**src/core/touch_panel_pkg.sv**
```systemverilog
package touch_panel_pkg;

	// Register indices; byte address on the bus is four times the index
	localparam logic [31:0] IDX_IRQ_PENDING = 32'h0B00_0082;
	localparam logic [31:0] IDX_IRQ_MASK    = 32'h0B00_008E;
	localparam logic [31:0] IDX_CONTROL     = 32'h0B00_0122;
	localparam logic [31:0] IDX_IRQ_CAUSE   = 32'h0B00_0124;
	localparam logic [31:0] IDX_INTERVAL    = 32'h0B00_0126;
	localparam logic [31:0] IDX_START_DELAY = 32'h0B00_0128;
	localparam logic [31:0] IDX_ADC_COMMAND = 32'h0B00_012A;
	localparam logic [31:0] IDX_PSCAN_CTL   = 32'h0B00_0130;
	localparam logic [31:0] IDX_PSCAN_MASK  = 32'h0B00_0132;
	localparam logic [31:0] IDX_PERIOD      = 32'h0B00_013E;

	// Buffer slot order: page 0 buf 0..4, page 1 buf 0..4, port scan buf 0..3
	localparam int BUF_WORDS     = 14;
	localparam int BUFS_PER_PAGE = 5;
	localparam int PORT_BASE     = 10;
	localparam logic [31:0] BUF_IDX [BUF_WORDS] = '{
		32'h0B00_02A0, 32'h0B00_02A2, 32'h0B00_02A4, 32'h0B00_02A6, 32'h0B00_02BC,
		32'h0B00_02A8, 32'h0B00_02AA, 32'h0B00_02AC, 32'h0B00_02AE, 32'h0B00_02BE,
		32'h0B00_02B0, 32'h0B00_02B2, 32'h0B00_02B4, 32'h0B00_02B6};

	// Control register fields
	localparam int CTL_SOFT_RESET = 0;
	localparam int CTL_POWER      = 1;
	localparam int CTL_SEQ_EN     = 2;
	localparam int CTL_MODE_LSB   = 3;
	localparam int CTL_PRESSURE   = 5;
	localparam int CTL_SCAN_START = 6;
	localparam int CTL_SCAN_STOP  = 7;
	localparam int CTL_AUTO_START = 8;
	localparam int CTL_AUTO_STOP  = 9;
	localparam logic [9:0] CTL_RESET = 10'h000;
	localparam logic [1:0] MODE_COORD = 2'h0;
	localparam logic [1:0] MODE_CMD   = 2'h1;
	localparam int PSCAN_START = 0;

	// Sequencer state codes as software reads them
	localparam logic [2:0] STC_DISABLE  = 3'h0;
	localparam logic [2:0] STC_STANDBY  = 3'h1;
	localparam logic [2:0] STC_PORT     = 3'h2;
	localparam logic [2:0] STC_WAIT     = 3'h4;
	localparam logic [2:0] STC_COORD    = 3'h5;
	localparam logic [2:0] STC_INTERVAL = 3'h6;
	localparam logic [2:0] STC_CMD      = 3'h7;

	// Interrupt cause bits
	localparam int IRQ_PEN   = 0;
	localparam int IRQ_PORT  = 1;
	localparam int IRQ_COORD = 2;
	localparam int IRQ_LOST  = 3;
	localparam int IRQ_CMD   = 4;

	localparam logic [2:0] SOFT_RESET_TICKS = 3'h4;
	localparam int TOUCH_DIV_DEFAULT = 16;
	localparam logic [3:0] PORT_CHAN_BASE = 4'h8;

	typedef enum logic [6:0] {
		st_disable  = 7'h01,
		st_standby  = 7'h02,
		st_port     = 7'h04,
		st_wait     = 7'h08,
		st_coord    = 7'h10,
		st_interval = 7'h20,
		st_cmd      = 7'h40
	} seq_t;

	typedef struct packed {
		logic       start;
		logic [3:0] channel;
	} adc_req_t;

endpackage

```
**src/core/touch_panel_scan_control.sv**
```systemverilog
// Overview of operation
// - Control bits 15 and 14 always read as zero.
// - Control bit 13 shows captured contact state, one touch, zero release.
// - Sequencer state readable as three-bit code; 011 never appears.
// - Two pages of five halfword coordinate buffers, readable and writable.
// - Four halfword port-scan buffers, readable and writable.
// - Sample period counter is read-only; writes change nothing.
// - Pending register shows which unit interrupt causes are set.
// - Mask register selects which causes reach the processor.
// - Writable sampling interval spaces successive coordinate sets.
// - Writable delay between converter activation and conversion start.
// - Soft reset bit self-clears after four touch ticks; sequencer goes disabled.
// - Captured contact frozen while pen-change flag set, live when clear.
// - Release in interval: auto-stop goes waiting, else rescan after interval.
// - Mode 00 coordinate sampling, 01 command conversion, 10/11 reserved.
`timescale 1ns/1ps
module touch_panel_scan_control
	import touch_panel_pkg::*;
#(
	parameter int TOUCH_DIV = TOUCH_DIV_DEFAULT
)(
	// Clock and reset
	input  wire logic        clk,
	input  wire logic        rstn,
	// APB slave
	input  wire logic        psel,
	input  wire logic        penable,
	input  wire logic        pwrite,
	input  wire logic [31:0] paddr,
	input  wire logic [31:0] pwdata,
	output logic      [31:0] prdata,
	output logic             pready,
	output logic             pslverr,
	// Panel contact pin, high while touched
	input  wire logic        pen_contact,
	// A/D converter, same clock
	output adc_req_t         adc_req,
	input  wire logic        adc_done,
	input  wire logic [9:0]  adc_data,
	// Interrupt
	output logic             irq
);

	typedef struct packed {
		seq_t        seq;
		logic [9:0]  ctl;
		logic        contact;
		logic        sync1;
		logic        sync2;
		logic        live;
		logic [2:0]  rst_cnt;
		logic [15:0] irq;
		logic [15:0] mask;
		logic [15:0] interval;
		logic [15:0] delay;
		logic [15:0] command;
		logic [15:0] pscan_ctl;
		logic [15:0] pscan_mask;
		logic [15:0] period;
		logic [15:0] wait_cnt;
		logic        busy;
		logic [2:0]  conv;
		logic        page;
		logic        res_pend;
		logic [3:0]  res_addr;
		logic [15:0] res;
		logic        pready;
		logic        pslverr;
		logic [31:0] prdata;
		logic        irq_out;
		adc_req_t    adc;
	} st_t;

	st_t         q;
	st_t         d;
	logic        tick;
	logic        mem_we;
	logic [3:0]  mem_waddr;
	logic [15:0] mem_wdata;
	logic [15:0] mem_rdata;
	logic [4:0]  slot;
	logic        xfer;
	logic        change;
	logic        done;
	logic        bus_buf;
	logic        hit;
	logic [15:0] rdata;
	logic [15:0] set;
	logic [15:0] clr;
	logic [2:0]  last;
	logic [3:0]  chan;
	logic [3:0]  dst;
	logic [9:0]  wnew;
	logic [9:0]  rise;
	logic [9:0]  fall;

	// Hit flag in bit 4, buffer slot below
	function automatic logic [4:0] buf_slot(logic [31:0] addr);
		logic [4:0] r;
		r = 5'h00;
		for (int i = 0; i < BUF_WORDS; i++)
			if (addr[31:2] == BUF_IDX[i][29:0])
				r = {1'b1, 4'(i)};
		return r;
	endfunction

	function automatic logic [2:0] state_code(seq_t s);
		logic [2:0] c;
		c = STC_DISABLE;
		unique case (s)
			st_disable:  c = STC_DISABLE;
			st_standby:  c = STC_STANDBY;
			st_port:     c = STC_PORT;
			st_wait:     c = STC_WAIT;
			st_coord:    c = STC_COORD;
			st_interval: c = STC_INTERVAL;
			st_cmd:      c = STC_CMD;
		endcase
		return c;
	endfunction

	touch_tick_gen #(.DIV(TOUCH_DIV)) u_tick (
		.clk  (clk),
		.rstn (rstn),
		.tick (tick)
	);

	sample_buffer_mem #(.WIDTH(16), .DEPTH(BUF_WORDS)) u_mem (
		.clk   (clk),
		.we    (mem_we),
		.waddr (mem_waddr),
		.wdata (mem_wdata),
		.raddr (slot[3:0]),
		.rdata (mem_rdata)
	);

	always_comb
	begin
		d = q;
		set = 16'h0000;
		clr = 16'h0000;
		done = 1'b0;
		d.sync1 = pen_contact;
		d.sync2 = q.sync1;
		d.live = q.sync2;
		d.adc.start = 1'b0;
		change = (q.sync2 != q.live) && (q.seq != st_disable);
		if (change)
			set[IRQ_PEN] = 1'b1;

		// Bus side of the buffer write port; a pending conversion result waits one cycle
		slot = buf_slot(paddr);
		xfer = psel && penable && q.pready;
		bus_buf = xfer && pwrite && slot[4];
		mem_we = bus_buf || q.res_pend;
		mem_waddr = bus_buf ? slot[3:0] : q.res_addr;
		mem_wdata = bus_buf ? pwdata[15:0] : q.res;
		d.res_pend = q.res_pend && bus_buf;

		// Conversion engine shared by coordinate, port and command scans
		last = 3'h0;
		chan = q.command[3:0];
		dst = 4'(PORT_BASE);
		unique case (q.seq)
			st_coord:
			begin
				last = q.ctl[CTL_PRESSURE] ? 3'h4 : 3'h3;
				chan = {1'b0, q.conv};
				dst = q.page ? 4'(BUFS_PER_PAGE) + {1'b0, q.conv} : {1'b0, q.conv};
			end
			st_port:
			begin
				last = 3'h3;
				chan = PORT_CHAN_BASE + {1'b0, q.conv};
				dst = 4'(PORT_BASE) + {1'b0, q.conv};
			end
			st_disable, st_standby, st_wait, st_interval, st_cmd: ;
		endcase
		if (!(q.seq inside {st_coord, st_port, st_cmd}))
		begin
			d.busy = 1'b0;
			d.conv = 3'h0;
			d.wait_cnt = 16'h0000;
		end
		else if (!q.busy)
		begin
			if (q.wait_cnt >= q.delay)
			begin
				d.adc.start = 1'b1;
				d.adc.channel = chan;
				d.busy = 1'b1;
				d.wait_cnt = 16'h0000;
			end
			else if (tick)
				d.wait_cnt = q.wait_cnt + 16'h0001;
		end
		else if (adc_done)
		begin
			d.busy = 1'b0;
			d.res = {6'h00, adc_data};
			d.res_addr = dst;
			d.res_pend = 1'b1;
			d.conv = q.conv + 3'h1;
			done = (q.conv == last);
		end

		// Period counter runs only while sampling coordinates
		if (q.seq inside {st_coord, st_interval})
		begin
			if (tick)
				d.period = q.period + 16'h0001;
		end
		else
			d.period = 16'h0000;

		unique case (q.seq)
			st_wait:
				if (change && q.sync2 && q.ctl[CTL_AUTO_START])
					d.seq = st_coord;
			st_coord:
			begin
				// A set still running when the next period is due loses data
				if (tick && q.interval != 16'h0000 && q.period >= q.interval)
					set[IRQ_LOST] = 1'b1;
				if (done)
				begin
					set[IRQ_COORD] = 1'b1;
					d.page = ~q.page;
					d.seq = q.ctl[CTL_SCAN_STOP] ? st_standby : st_interval;
				end
			end
			st_interval:
				if (change && !q.sync2 && q.ctl[CTL_AUTO_STOP])
					d.seq = st_wait;
				else if (q.period >= q.interval)
				begin
					d.seq = st_coord;
					d.period = 16'h0000;
				end
			st_port:
				if (done)
				begin
					set[IRQ_PORT] = 1'b1;
					d.pscan_ctl[PSCAN_START] = 1'b0;
					d.seq = st_standby;
				end
			st_cmd:
				if (done)
				begin
					set[IRQ_CMD] = 1'b1;
					d.seq = st_standby;
				end
			st_disable, st_standby: ;
		endcase

		// Read data settles in the first access cycle, answered in the second
		hit = 1'b1;
		case (paddr[31:2])
			IDX_CONTROL[29:0]:     rdata = {2'b00, q.contact, state_code(q.seq), q.ctl};
			IDX_IRQ_PENDING[29:0]: rdata = q.irq;
			IDX_IRQ_CAUSE[29:0]:   rdata = q.irq;
			IDX_IRQ_MASK[29:0]:    rdata = q.mask;
			IDX_INTERVAL[29:0]:    rdata = q.interval;
			IDX_START_DELAY[29:0]: rdata = q.delay;
			IDX_ADC_COMMAND[29:0]: rdata = q.command;
			IDX_PSCAN_CTL[29:0]:   rdata = q.pscan_ctl;
			IDX_PSCAN_MASK[29:0]:  rdata = q.pscan_mask;
			IDX_PERIOD[29:0]:      rdata = q.period;
			default:
			begin
				rdata = slot[4] ? mem_rdata : 16'h0000;
				hit = slot[4];
			end
		endcase
		if (psel && penable && !q.pready)
		begin
			d.pready = 1'b1;
			d.pslverr = !hit;
			d.prdata = {16'h0000, rdata};
		end

		// Register writes take effect on the completing edge only
		wnew = pwdata[9:0];
		wnew[CTL_SOFT_RESET] = pwdata[CTL_SOFT_RESET] | q.ctl[CTL_SOFT_RESET];
		rise = wnew & ~q.ctl;
		fall = ~wnew & q.ctl;
		if (xfer)
		begin
			d.pready = 1'b0;
			d.pslverr = 1'b0;
			if (pwrite)
				case (paddr[31:2])
					IDX_CONTROL[29:0]:
					begin
						d.ctl = wnew;
						if (rise[CTL_SOFT_RESET])
						begin
							d.seq = st_disable;
							d.rst_cnt = 3'h0;
						end
						else if (rise[CTL_POWER] && q.seq == st_disable)
							d.seq = st_standby;
						else if (fall[CTL_POWER] && q.seq == st_standby)
							d.seq = st_disable;
						else if (rise[CTL_SEQ_EN] && q.seq == st_standby)
						begin
							if (wnew[CTL_MODE_LSB +: 2] == MODE_COORD)
								d.seq = st_wait;
							else if (wnew[CTL_MODE_LSB +: 2] == MODE_CMD)
								d.seq = st_cmd;
						end
						else if (fall[CTL_SEQ_EN] && !(q.seq inside {st_disable, st_standby}))
							d.seq = st_standby;
						else if (rise[CTL_SCAN_START] && q.seq == st_standby)
							d.seq = st_coord;
						else if (rise[CTL_SCAN_STOP] && q.seq inside {st_interval, st_port, st_cmd})
							d.seq = st_standby;
						else if (rise[CTL_AUTO_START] && q.seq == st_wait && q.sync2)
							d.seq = st_coord;
					end
					IDX_IRQ_CAUSE[29:0]:   clr = pwdata[15:0];
					IDX_IRQ_MASK[29:0]:    d.mask = pwdata[15:0];
					IDX_INTERVAL[29:0]:    d.interval = pwdata[15:0];
					IDX_START_DELAY[29:0]: d.delay = pwdata[15:0];
					IDX_ADC_COMMAND[29:0]: d.command = pwdata[15:0];
					IDX_PSCAN_CTL[29:0]:
					begin
						d.pscan_ctl = pwdata[15:0];
						if (pwdata[PSCAN_START] && q.seq == st_standby)
							d.seq = st_port;
					end
					default: ;
				endcase
		end

		// Soft reset holds the sequencer disabled until the bit drops
		if (q.ctl[CTL_SOFT_RESET])
		begin
			d.seq = st_disable;
			if (tick)
			begin
				if (q.rst_cnt == SOFT_RESET_TICKS - 3'h1)
				begin
					d.ctl[CTL_SOFT_RESET] = 1'b0;
					d.rst_cnt = 3'h0;
				end
				else
					d.rst_cnt = q.rst_cnt + 3'h1;
			end
		end

		// New events win over a clear in the same cycle
		d.irq = (q.irq & ~clr) | set;
		d.irq_out = |(q.irq & q.mask);
		d.contact = q.irq[IRQ_PEN] ? q.contact : q.sync2;
	end

	always_ff @(posedge clk)
	begin
		if (!rstn)
		begin
			q <= '0;
			q.seq <= st_disable;
			q.ctl <= CTL_RESET;
		end
		else
			q <= d;
	end

	assign prdata = q.prdata;
	assign pready = q.pready;
	assign pslverr = q.pslverr;
	assign adc_req = q.adc;
	assign irq = q.irq_out;

	a_reserved_zero: assert property (@(posedge clk) disable iff (!rstn)
		(xfer && !pwrite && paddr[31:2] == IDX_CONTROL[29:0]) |-> prdata[15:14] == 2'b00)
		else $error("reserved control bits not zero");

	a_state_onehot: assert property (@(posedge clk) disable iff (!rstn)
		$onehot(q.seq) && state_code(q.seq) != 3'h3)
		else $error("sequencer state illegal");

	a_soft_reset_end: assert property (@(posedge clk) disable iff (!rstn)
		(q.ctl[CTL_SOFT_RESET] && tick && q.rst_cnt == 3'h3) |=> !q.ctl[CTL_SOFT_RESET] && q.seq == st_disable)
		else $error("soft reset did not end after four ticks");

	a_contact_frozen: assert property (@(posedge clk) disable iff (!rstn)
		(q.irq[IRQ_PEN] ##1 q.irq[IRQ_PEN]) |-> $stable(q.contact))
		else $error("captured contact moved while flag set");

	a_contact_live: assert property (@(posedge clk) disable iff (!rstn)
		!q.irq[IRQ_PEN] |=> q.contact == $past(q.sync2))
		else $error("captured contact not refreshed");

	a_release_stop: assert property (@(posedge clk) disable iff (!rstn)
		(q.seq == st_interval && q.live && !q.sync2 && q.ctl[CTL_AUTO_STOP] && !xfer && !q.ctl[CTL_SOFT_RESET])
		|=> q.seq == st_wait)
		else $error("release with auto-stop did not wait for touch");

	a_mode_select: assert property (@(posedge clk) disable iff (!rstn)
		(xfer && pwrite && paddr[31:2] == IDX_CONTROL[29:0] && q.seq == st_standby && !q.ctl[CTL_SEQ_EN]
		&& pwdata[CTL_SEQ_EN] && !pwdata[CTL_SOFT_RESET] && !q.ctl[CTL_SOFT_RESET] && pwdata[CTL_POWER])
		|=> q.seq == ($past(pwdata[4:3]) == MODE_COORD ? st_wait : $past(pwdata[4:3]) == MODE_CMD ? st_cmd : st_standby))
		else $error("mode field decoded wrongly");

	a_period_ro: assert property (@(posedge clk) disable iff (!rstn)
		$changed(q.period) |-> ($past(tick) || q.period == 16'h0000))
		else $error("period counter changed without a tick");

	a_irq_mask: assert property (@(posedge clk) disable iff (!rstn)
		##1 irq == |($past(q.irq) & $past(q.mask)))
		else $error("interrupt output disagrees with masked causes");

endmodule // touch_panel_scan_control

```
**src/core/touch_tick_gen.sv**
```systemverilog
`timescale 1ns/1ps
module touch_tick_gen
	import touch_panel_pkg::*;
#(
	parameter int DIV = TOUCH_DIV_DEFAULT
)(
	// Clock and reset
	input  wire logic clk,
	input  wire logic rstn,
	// Touch clock enable, one cycle every DIV cycles
	output logic      tick
);

	typedef struct packed {
		logic [15:0] cnt;
		logic        tick;
	} tick_st_t;

	tick_st_t q;
	tick_st_t d;

	always_comb
	begin
		d = q;
		d.tick = 1'b0;
		if (q.cnt == 16'(DIV - 1))
		begin
			d.cnt  = 16'h0000;
			d.tick = 1'b1;
		end
		else
			d.cnt = q.cnt + 16'h0001;
	end

	always_ff @(posedge clk)
	begin
		if (!rstn)
			q <= '0;
		else
			q <= d;
	end

	assign tick = q.tick;

endmodule // touch_tick_gen

```
**src/core/sample_buffer_mem.sv**
```systemverilog
`timescale 1ns/1ps
module sample_buffer_mem
	import touch_panel_pkg::*;
#(
	parameter int WIDTH = 16,
	parameter int DEPTH = BUF_WORDS
)(
	// Clock
	input  wire logic                     clk,
	// Write port
	input  wire logic                     we,
	input  wire logic [$clog2(DEPTH)-1:0] waddr,
	input  wire logic [WIDTH-1:0]         wdata,
	// Read port, data one cycle after the address
	input  wire logic [$clog2(DEPTH)-1:0] raddr,
	output logic      [WIDTH-1:0]         rdata
);

	logic [WIDTH-1:0] mem [DEPTH];

	always_ff @(posedge clk)
	begin
		if (we)
			mem[waddr] <= wdata;
		rdata <= mem[raddr];
	end

endmodule // sample_buffer_mem

```
**config.mk**
```make
export PLATFORM = sky130hd
export DESIGN_NAME = touch_panel_scan_control
export DESIGN_NICKNAME = d
export VERILOG_FILES = /design/src/core/touch_panel_pkg.sv /design/src/core/touch_panel_scan_control.sv /design/src/core/touch_tick_gen.sv /design/src/core/sample_buffer_mem.sv
export SDC_FILE = /design/constraint.sdc
export NUM_CORES = 1
export LEC_CHECK = 0
export BUFFER_PORTS_ARGS = -buffer_cell sky130_fd_sc_hd__buf_2
export CAP_MARGIN = 40
export CORE_MARGIN = 2
export CORE_UTILIZATION = 60
export CTS_BUF_LIST = sky130_fd_sc_hd__clkbuf_4 sky130_fd_sc_hd__clkbuf_8
export CTS_CLUSTER_DIAMETER = 200
export DETAILED_ROUTE_END_ITERATION = 6
export HOLD_SLACK_MARGIN = 0.08
export MAX_ROUTING_LAYER = met4
export PLACE_DENSITY_LB_ADDON = 0.25
export SLEW_MARGIN = 5
export SYNTH_ARGS = -nofsm -noshare
export SYNTH_HDL_FRONTEND = slang
export SYNTH_HIERARCHICAL = 1
export SYNTH_SLANG_ARGS = --single-unit
```
**constraint.sdc**
```tcl
create_clock -name clk -period 7.5 [get_ports clk]
set_clock_uncertainty 0.1 [all_clocks]
set_input_delay 1.125 -clock clk [delete_from_list [all_inputs] [get_ports clk]]
set_output_delay 1.125 -clock clk [all_outputs]
set_load 0.05 [all_outputs]
```
==> out/metrics.json <==
{
  "post-cts-setup-buffer-count": {"value": 0},
  "cts_inserted_buffers": {"value": 73},
  "count_of_hold_buffers_inserted_by_post_cts_repair": {"value": 0},
  "diodes": {"value": 0},
  "avgSynthCellArea": {"value": 11.0, "unit": "um^2"},
  "cts.path.max_buffers": {"value": 3},
  "place_area": {"value": 21200, "unit": "um^2"},
  "yosys_warnings": {"value": 6},
  "fin_util": {"value": 67.4, "unit": "%"},
  "vias": {"value": 15100},
  "rsz_0062_raised_after_global_routing": {"value": "false"},
  "hold_viol_final": {"value": 0},
  "finalNetCount": {"value": 2051},
  "synth-seq-area-share": {"value": 55.2, "unit": "%"},
  "number_of_cell_rows": {"value": 67},
  "wl": {"value": 52200, "unit": "um"},
  "critPathMaxStageDelay": {"value": 0.91, "unit": "ns"},
  "design_power_total": {"value": 4.92, "unit": "mW"},
  "dpl_worst_slack": {"value": 2.37, "unit": "ns"},
  "slew_viol_final": {"value": 0},
  "path_clk_slew": {"value": 0.06, "unit": "ns"},
  "path_cells": {"value": "buf_2 -> nor2_1 -> nand4_1 -> or4_1 -> nor3_4 -> mux2_2 -> or3b_2 -> nor2_1 -> buf_4"},
  "synth_top_cell_by_area": {"value": "sky130_fd_sc_hd__edfxtp_1"},
  "failing_checks": {"value": "design-rule violations"},
  "path_max_fanout": {"value": 16},
  "synth_area_leaders": {"value": "sky130_fd_sc_hd__edfxtp_1 33%, sky130_fd_sc_hd__dfxtp_1 22%, sky130_fd_sc_hd__nand2_1 5.1%, sky130_fd_sc_hd__a21oi_1 4.5%, sky130_fd_sc_hd__mux4_2 4.3%"},
  "die_w": {"value": 189, "unit": "um"},
  "ctsRootBufferMaster": {"value": "sky130_fd_sc_hd__clkbuf_8"},
  "final_common_cell": {"value": "sky130_fd_sc_hd__nand2_1"},
  "power_density": {"value": 217, "unit": "nW/um^2"},
  "worst_tran_pin_value": {"value": 0.845, "unit": "ns"},
  "first_pass_grt_wire_length": {"value": 82000, "unit": "um"},
  "grt.total_usage": {"value": 30.5, "unit": "%"},
  "critPathRequiredTime": {"value": 7.71, "unit": "ns"},
  "crit_path_frequent_cell": {"value": "sky130_fd_sc_hd__nor2_1"},
  "worstPathArrival": {"value": 4.73, "unit": "ns"},
  "fill_cell_count": {"value": 2523},
  "postSynthRegisterBits": {"value": 453},
  "syn_std_cell_area": {"value": 20500, "unit": "um^2"},
  "htreeDepth": {"value": 3},
  "globalRouteOverflowTotal": {"value": 0},
  "cts.sinks": {"value": 453},
  "die_h": {"value": 189, "unit": "um"},
  "io_pins": {"value": 121},
  "post_cts.resized_instances": {"value": 0},
  "crit_type": {"value": "in -> reg"},
  "cp-start-kind": {"value": "primary input"},
  "grt_max_degree": {"value": 56},
  "detailed_router_s_first_iteration_violation_count": {"value": 1422},
  "timing.max_cap.violations": {"value": 0},
  "syn_inst": {"value": 1861},
  "tritoncts_clock_tree": {"value": "yes"},
  "synth.distinct_cells": {"value": 88},
  "fin_area": {"value": 22700, "unit": "um^2"},
  "slew_headroom": {"value": 43.7, "unit": "%"},
  "max_freq": {"value": 222, "unit": "MHz"},
  "synth_enable_flop_cells": {"value": 224},
  "portBuffers": {"value": 86},
  "final_cell_count_no_fill": {"value": 2434},
  "finalWorstSetupSlack": {"value": 2.99, "unit": "ns"},
  "first_global_vias": {"value": 14800},
  "drive_above_1_share": {"value": 18.7, "unit": "%"},
  "end_kind": {"value": "register"},
  "clkLatencyLatePin": {"value": 0.66, "unit": "ns"},
  "post-place-cells": {"value": 2304},
  "floorplan.die_area": {"value": 35700, "unit": "um^2"},
  "dominantRegCellSynth": {"value": "sky130_fd_sc_hd__dfxtp_1"},
  "route.detailed.wl_per_inst": {"value": 21.4, "unit": "um"},
  "cp_top_family": {"value": "simple AND/OR/NAND/NOR gates"},
  "floorplan.core_area": {"value": 33600, "unit": "um^2"},
  "most-common-layout-cells": {"value": "280 x sky130_fd_sc_hd__nand2_1, 229 x sky130_fd_sc_hd__dfxtp_1, 224 x sky130_fd_sc_hd__edfxtp_1, 184 x sky130_fd_sc_hd__a21oi_1, 99 x sky130_fd_sc_hd__nor2_1"},
  "initial_core_util": {"value": 61.0, "unit": "%"},
  "area_share_of_the_largest_cell_type_after_synthesis": {"value": 32.8, "unit": "%"},
  "peakVddDrop": {"value": 188, "unit": "uV"},
  "timing.setup.tns": {"value": 0, "unit": "ns"},
  "hold_ws": {"value": 0.351, "unit": "ns"},
  "drt-pass1-iter-count": {"value": 7},
  "status": {"value": "finished with violations"},
  "postRouteAntennaNets": {"value": 0},
  "final-setup-viol-count": {"value": 0},
  "postSynth.asyncResetShare": {"value": 0, "unit": "%"},
  "grt_antenna_before_repair": {"value": 0},
  "hold_path_class": {"value": "reg -> reg"},
  "detail_route.drc_violations": {"value": 2},
  "post-dp-hpwl": {"value": 35700, "unit": "um"},
  "area_growth_syn_to_layout": {"value": 10.6, "unit": "%"},
  "worst_path_max_delay_cell": {"value": "sky130_fd_sc_hd__or4_1"},
  "finalWeightedCongestion": {"value": 0.933},
  "cp.buffers_inverters": {"value": 2},
  "timing.final.crit_period": {"value": 4.51, "unit": "ns"},
  "static-leakage-power": {"value": 8.04, "unit": "nW"},
  "drt-vias-per-instance": {"value": 6.20},
  "layout_worst_path_cycle_share": {"value": 60.2, "unit": "%"}
}
layout make-up:
class	count	area (um^2)	share of cell area [%]
inverter	45	171	0.756
multi-input combinational	1233	8370	36.9
sequential	453	11300	49.9
tap	448	561	2.47
timing repair buffer	125	759	3.35
clock buffer	108	1330	5.87
clock inverter	22	163	0.718
layer usage:
| layer | global-route usage (%) | vias up | share of wire, % |
|---|---|---|---|
| li1 | - | 6954 | - |
| met1 | 37.9 | 7392 | 41 |
| met3 | 5.16 | 135 | 6.5 |
| met4 | 12.1 | 0 | 3.7 |
| met2 | 50.0 | 614 | 49 |
| met5 | - | - | 0 |
synthesized netlist by cell type, types with 4 or more instances:
master and n:
sky130_fd_sc_hd__a211oi_1 13, sky130_fd_sc_hd__a21o_1 8, sky130_fd_sc_hd__a21oi_1 185, sky130_fd_sc_hd__a221oi_1 23, sky130_fd_sc_hd__a222oi_1 10, sky130_fd_sc_hd__a22o_1 4
sky130_fd_sc_hd__a22oi_1 23, sky130_fd_sc_hd__a31oi_1 8, sky130_fd_sc_hd__and2_1 20, sky130_fd_sc_hd__and3_1 16, sky130_fd_sc_hd__and4_1 4, sky130_fd_sc_hd__buf_1 4
sky130_fd_sc_hd__buf_2 26, sky130_fd_sc_hd__buf_4 45, sky130_fd_sc_hd__buf_6 5, sky130_fd_sc_hd__clkbuf_1 65, sky130_fd_sc_hd__dfxtp_1 229, sky130_fd_sc_hd__edfxtp_1 224
sky130_fd_sc_hd__ha_1 39, sky130_fd_sc_hd__inv_1 44, sky130_fd_sc_hd__mux2_2 29, sky130_fd_sc_hd__mux2i_1 23, sky130_fd_sc_hd__mux4_1 9, sky130_fd_sc_hd__mux4_2 39
sky130_fd_sc_hd__nand2_1 280, sky130_fd_sc_hd__nand2b_1 10, sky130_fd_sc_hd__nand3_1 64, sky130_fd_sc_hd__nand4_1 16, sky130_fd_sc_hd__nor2_1 101, sky130_fd_sc_hd__nor2b_1 17
sky130_fd_sc_hd__nor3_1 37, sky130_fd_sc_hd__nor3b_1 7, sky130_fd_sc_hd__nor4_1 21, sky130_fd_sc_hd__nor4_2 6, sky130_fd_sc_hd__nor4_4 5, sky130_fd_sc_hd__o21a_1 4
sky130_fd_sc_hd__o21ai_0 39, sky130_fd_sc_hd__o22ai_1 18, sky130_fd_sc_hd__o31ai_1 6, sky130_fd_sc_hd__or2_2 5, sky130_fd_sc_hd__or3_1 4, sky130_fd_sc_hd__or4_1 11
sky130_fd_sc_hd__xnor2_1 37, sky130_fd_sc_hd__xor2_1 13
logic make-up (layout without fill, tap and decap cells):
| kind of cell | Yosys count | in the layout | synth area share (%) |
|---|---|---|---|
| AOI/OAI and AO/OA | 371 | 371 | 11.2 |
| xor gates and xnor gates | 50 | 50 | 2.14 |
| adders and majority gates | 39 | 39 | 2.38 |
| buffers and inverters | 190 | 300 | 4.64 |
| DFF | 453 | 453 | 55.2 |
| muxes | 100 | 100 | 8.15 |
| other | 1 | 16 | 0.0183 |
| and+or+nand+nor | 657 | 657 | 16.3 |
worst reg2reg max path: cells and delay by family, from the launching register on:
kind	cells	cell delay [ns]
buffers and inverters	1	0.29
AND/OR/NAND/NOR	4	1.84
multiplexers	1	0.44
flip-flops	1	0.41
sequential cells by signal (all words and copies together), names as in the netlist:
name	cells
u_mem/mem	224
q	170
prdata	16
u_mem/rdata	16
u_tick/q	16
adc_req	5
d	2
irq	1
pready	1
pslverr	1
u_tick/tick	1
final timing paths:
kind                             from                        end  slack (ns)  cells after the start
setup reg to reg  pready$_SDFFE_PP0P_  u_mem/mem[3][8]$_DFFE_PP_        4.09                      6
hold / removal    q[128]$_SDFFE_PN0P_        q[128]$_SDFFE_PN0P_        0.35                      2
hold reg to reg   q[128]$_SDFFE_PN0P_        q[128]$_SDFFE_PN0P_        0.35                      2
setup / recovery            paddr[25]  u_mem/mem[3][8]$_DFFE_PP_        2.99                      9
power by group:
| part | internal [mW] | leakage, nW | total, mW | switching (mW) |
|---|---|---|---|---|
| Combinational | 0.0368 | 2.99 | 0.157 | 0.121 |
| Sequential | 2.58 | 4.25 | 2.59 | 0.00647 |
| Clock | 1.18 | 0.798 | 2.17 | 0.987 |
| Total | 3.80 | 8.04 | 4.92 | 1.11 |
No activity file was read; power rests on OpenSTA's default activity.
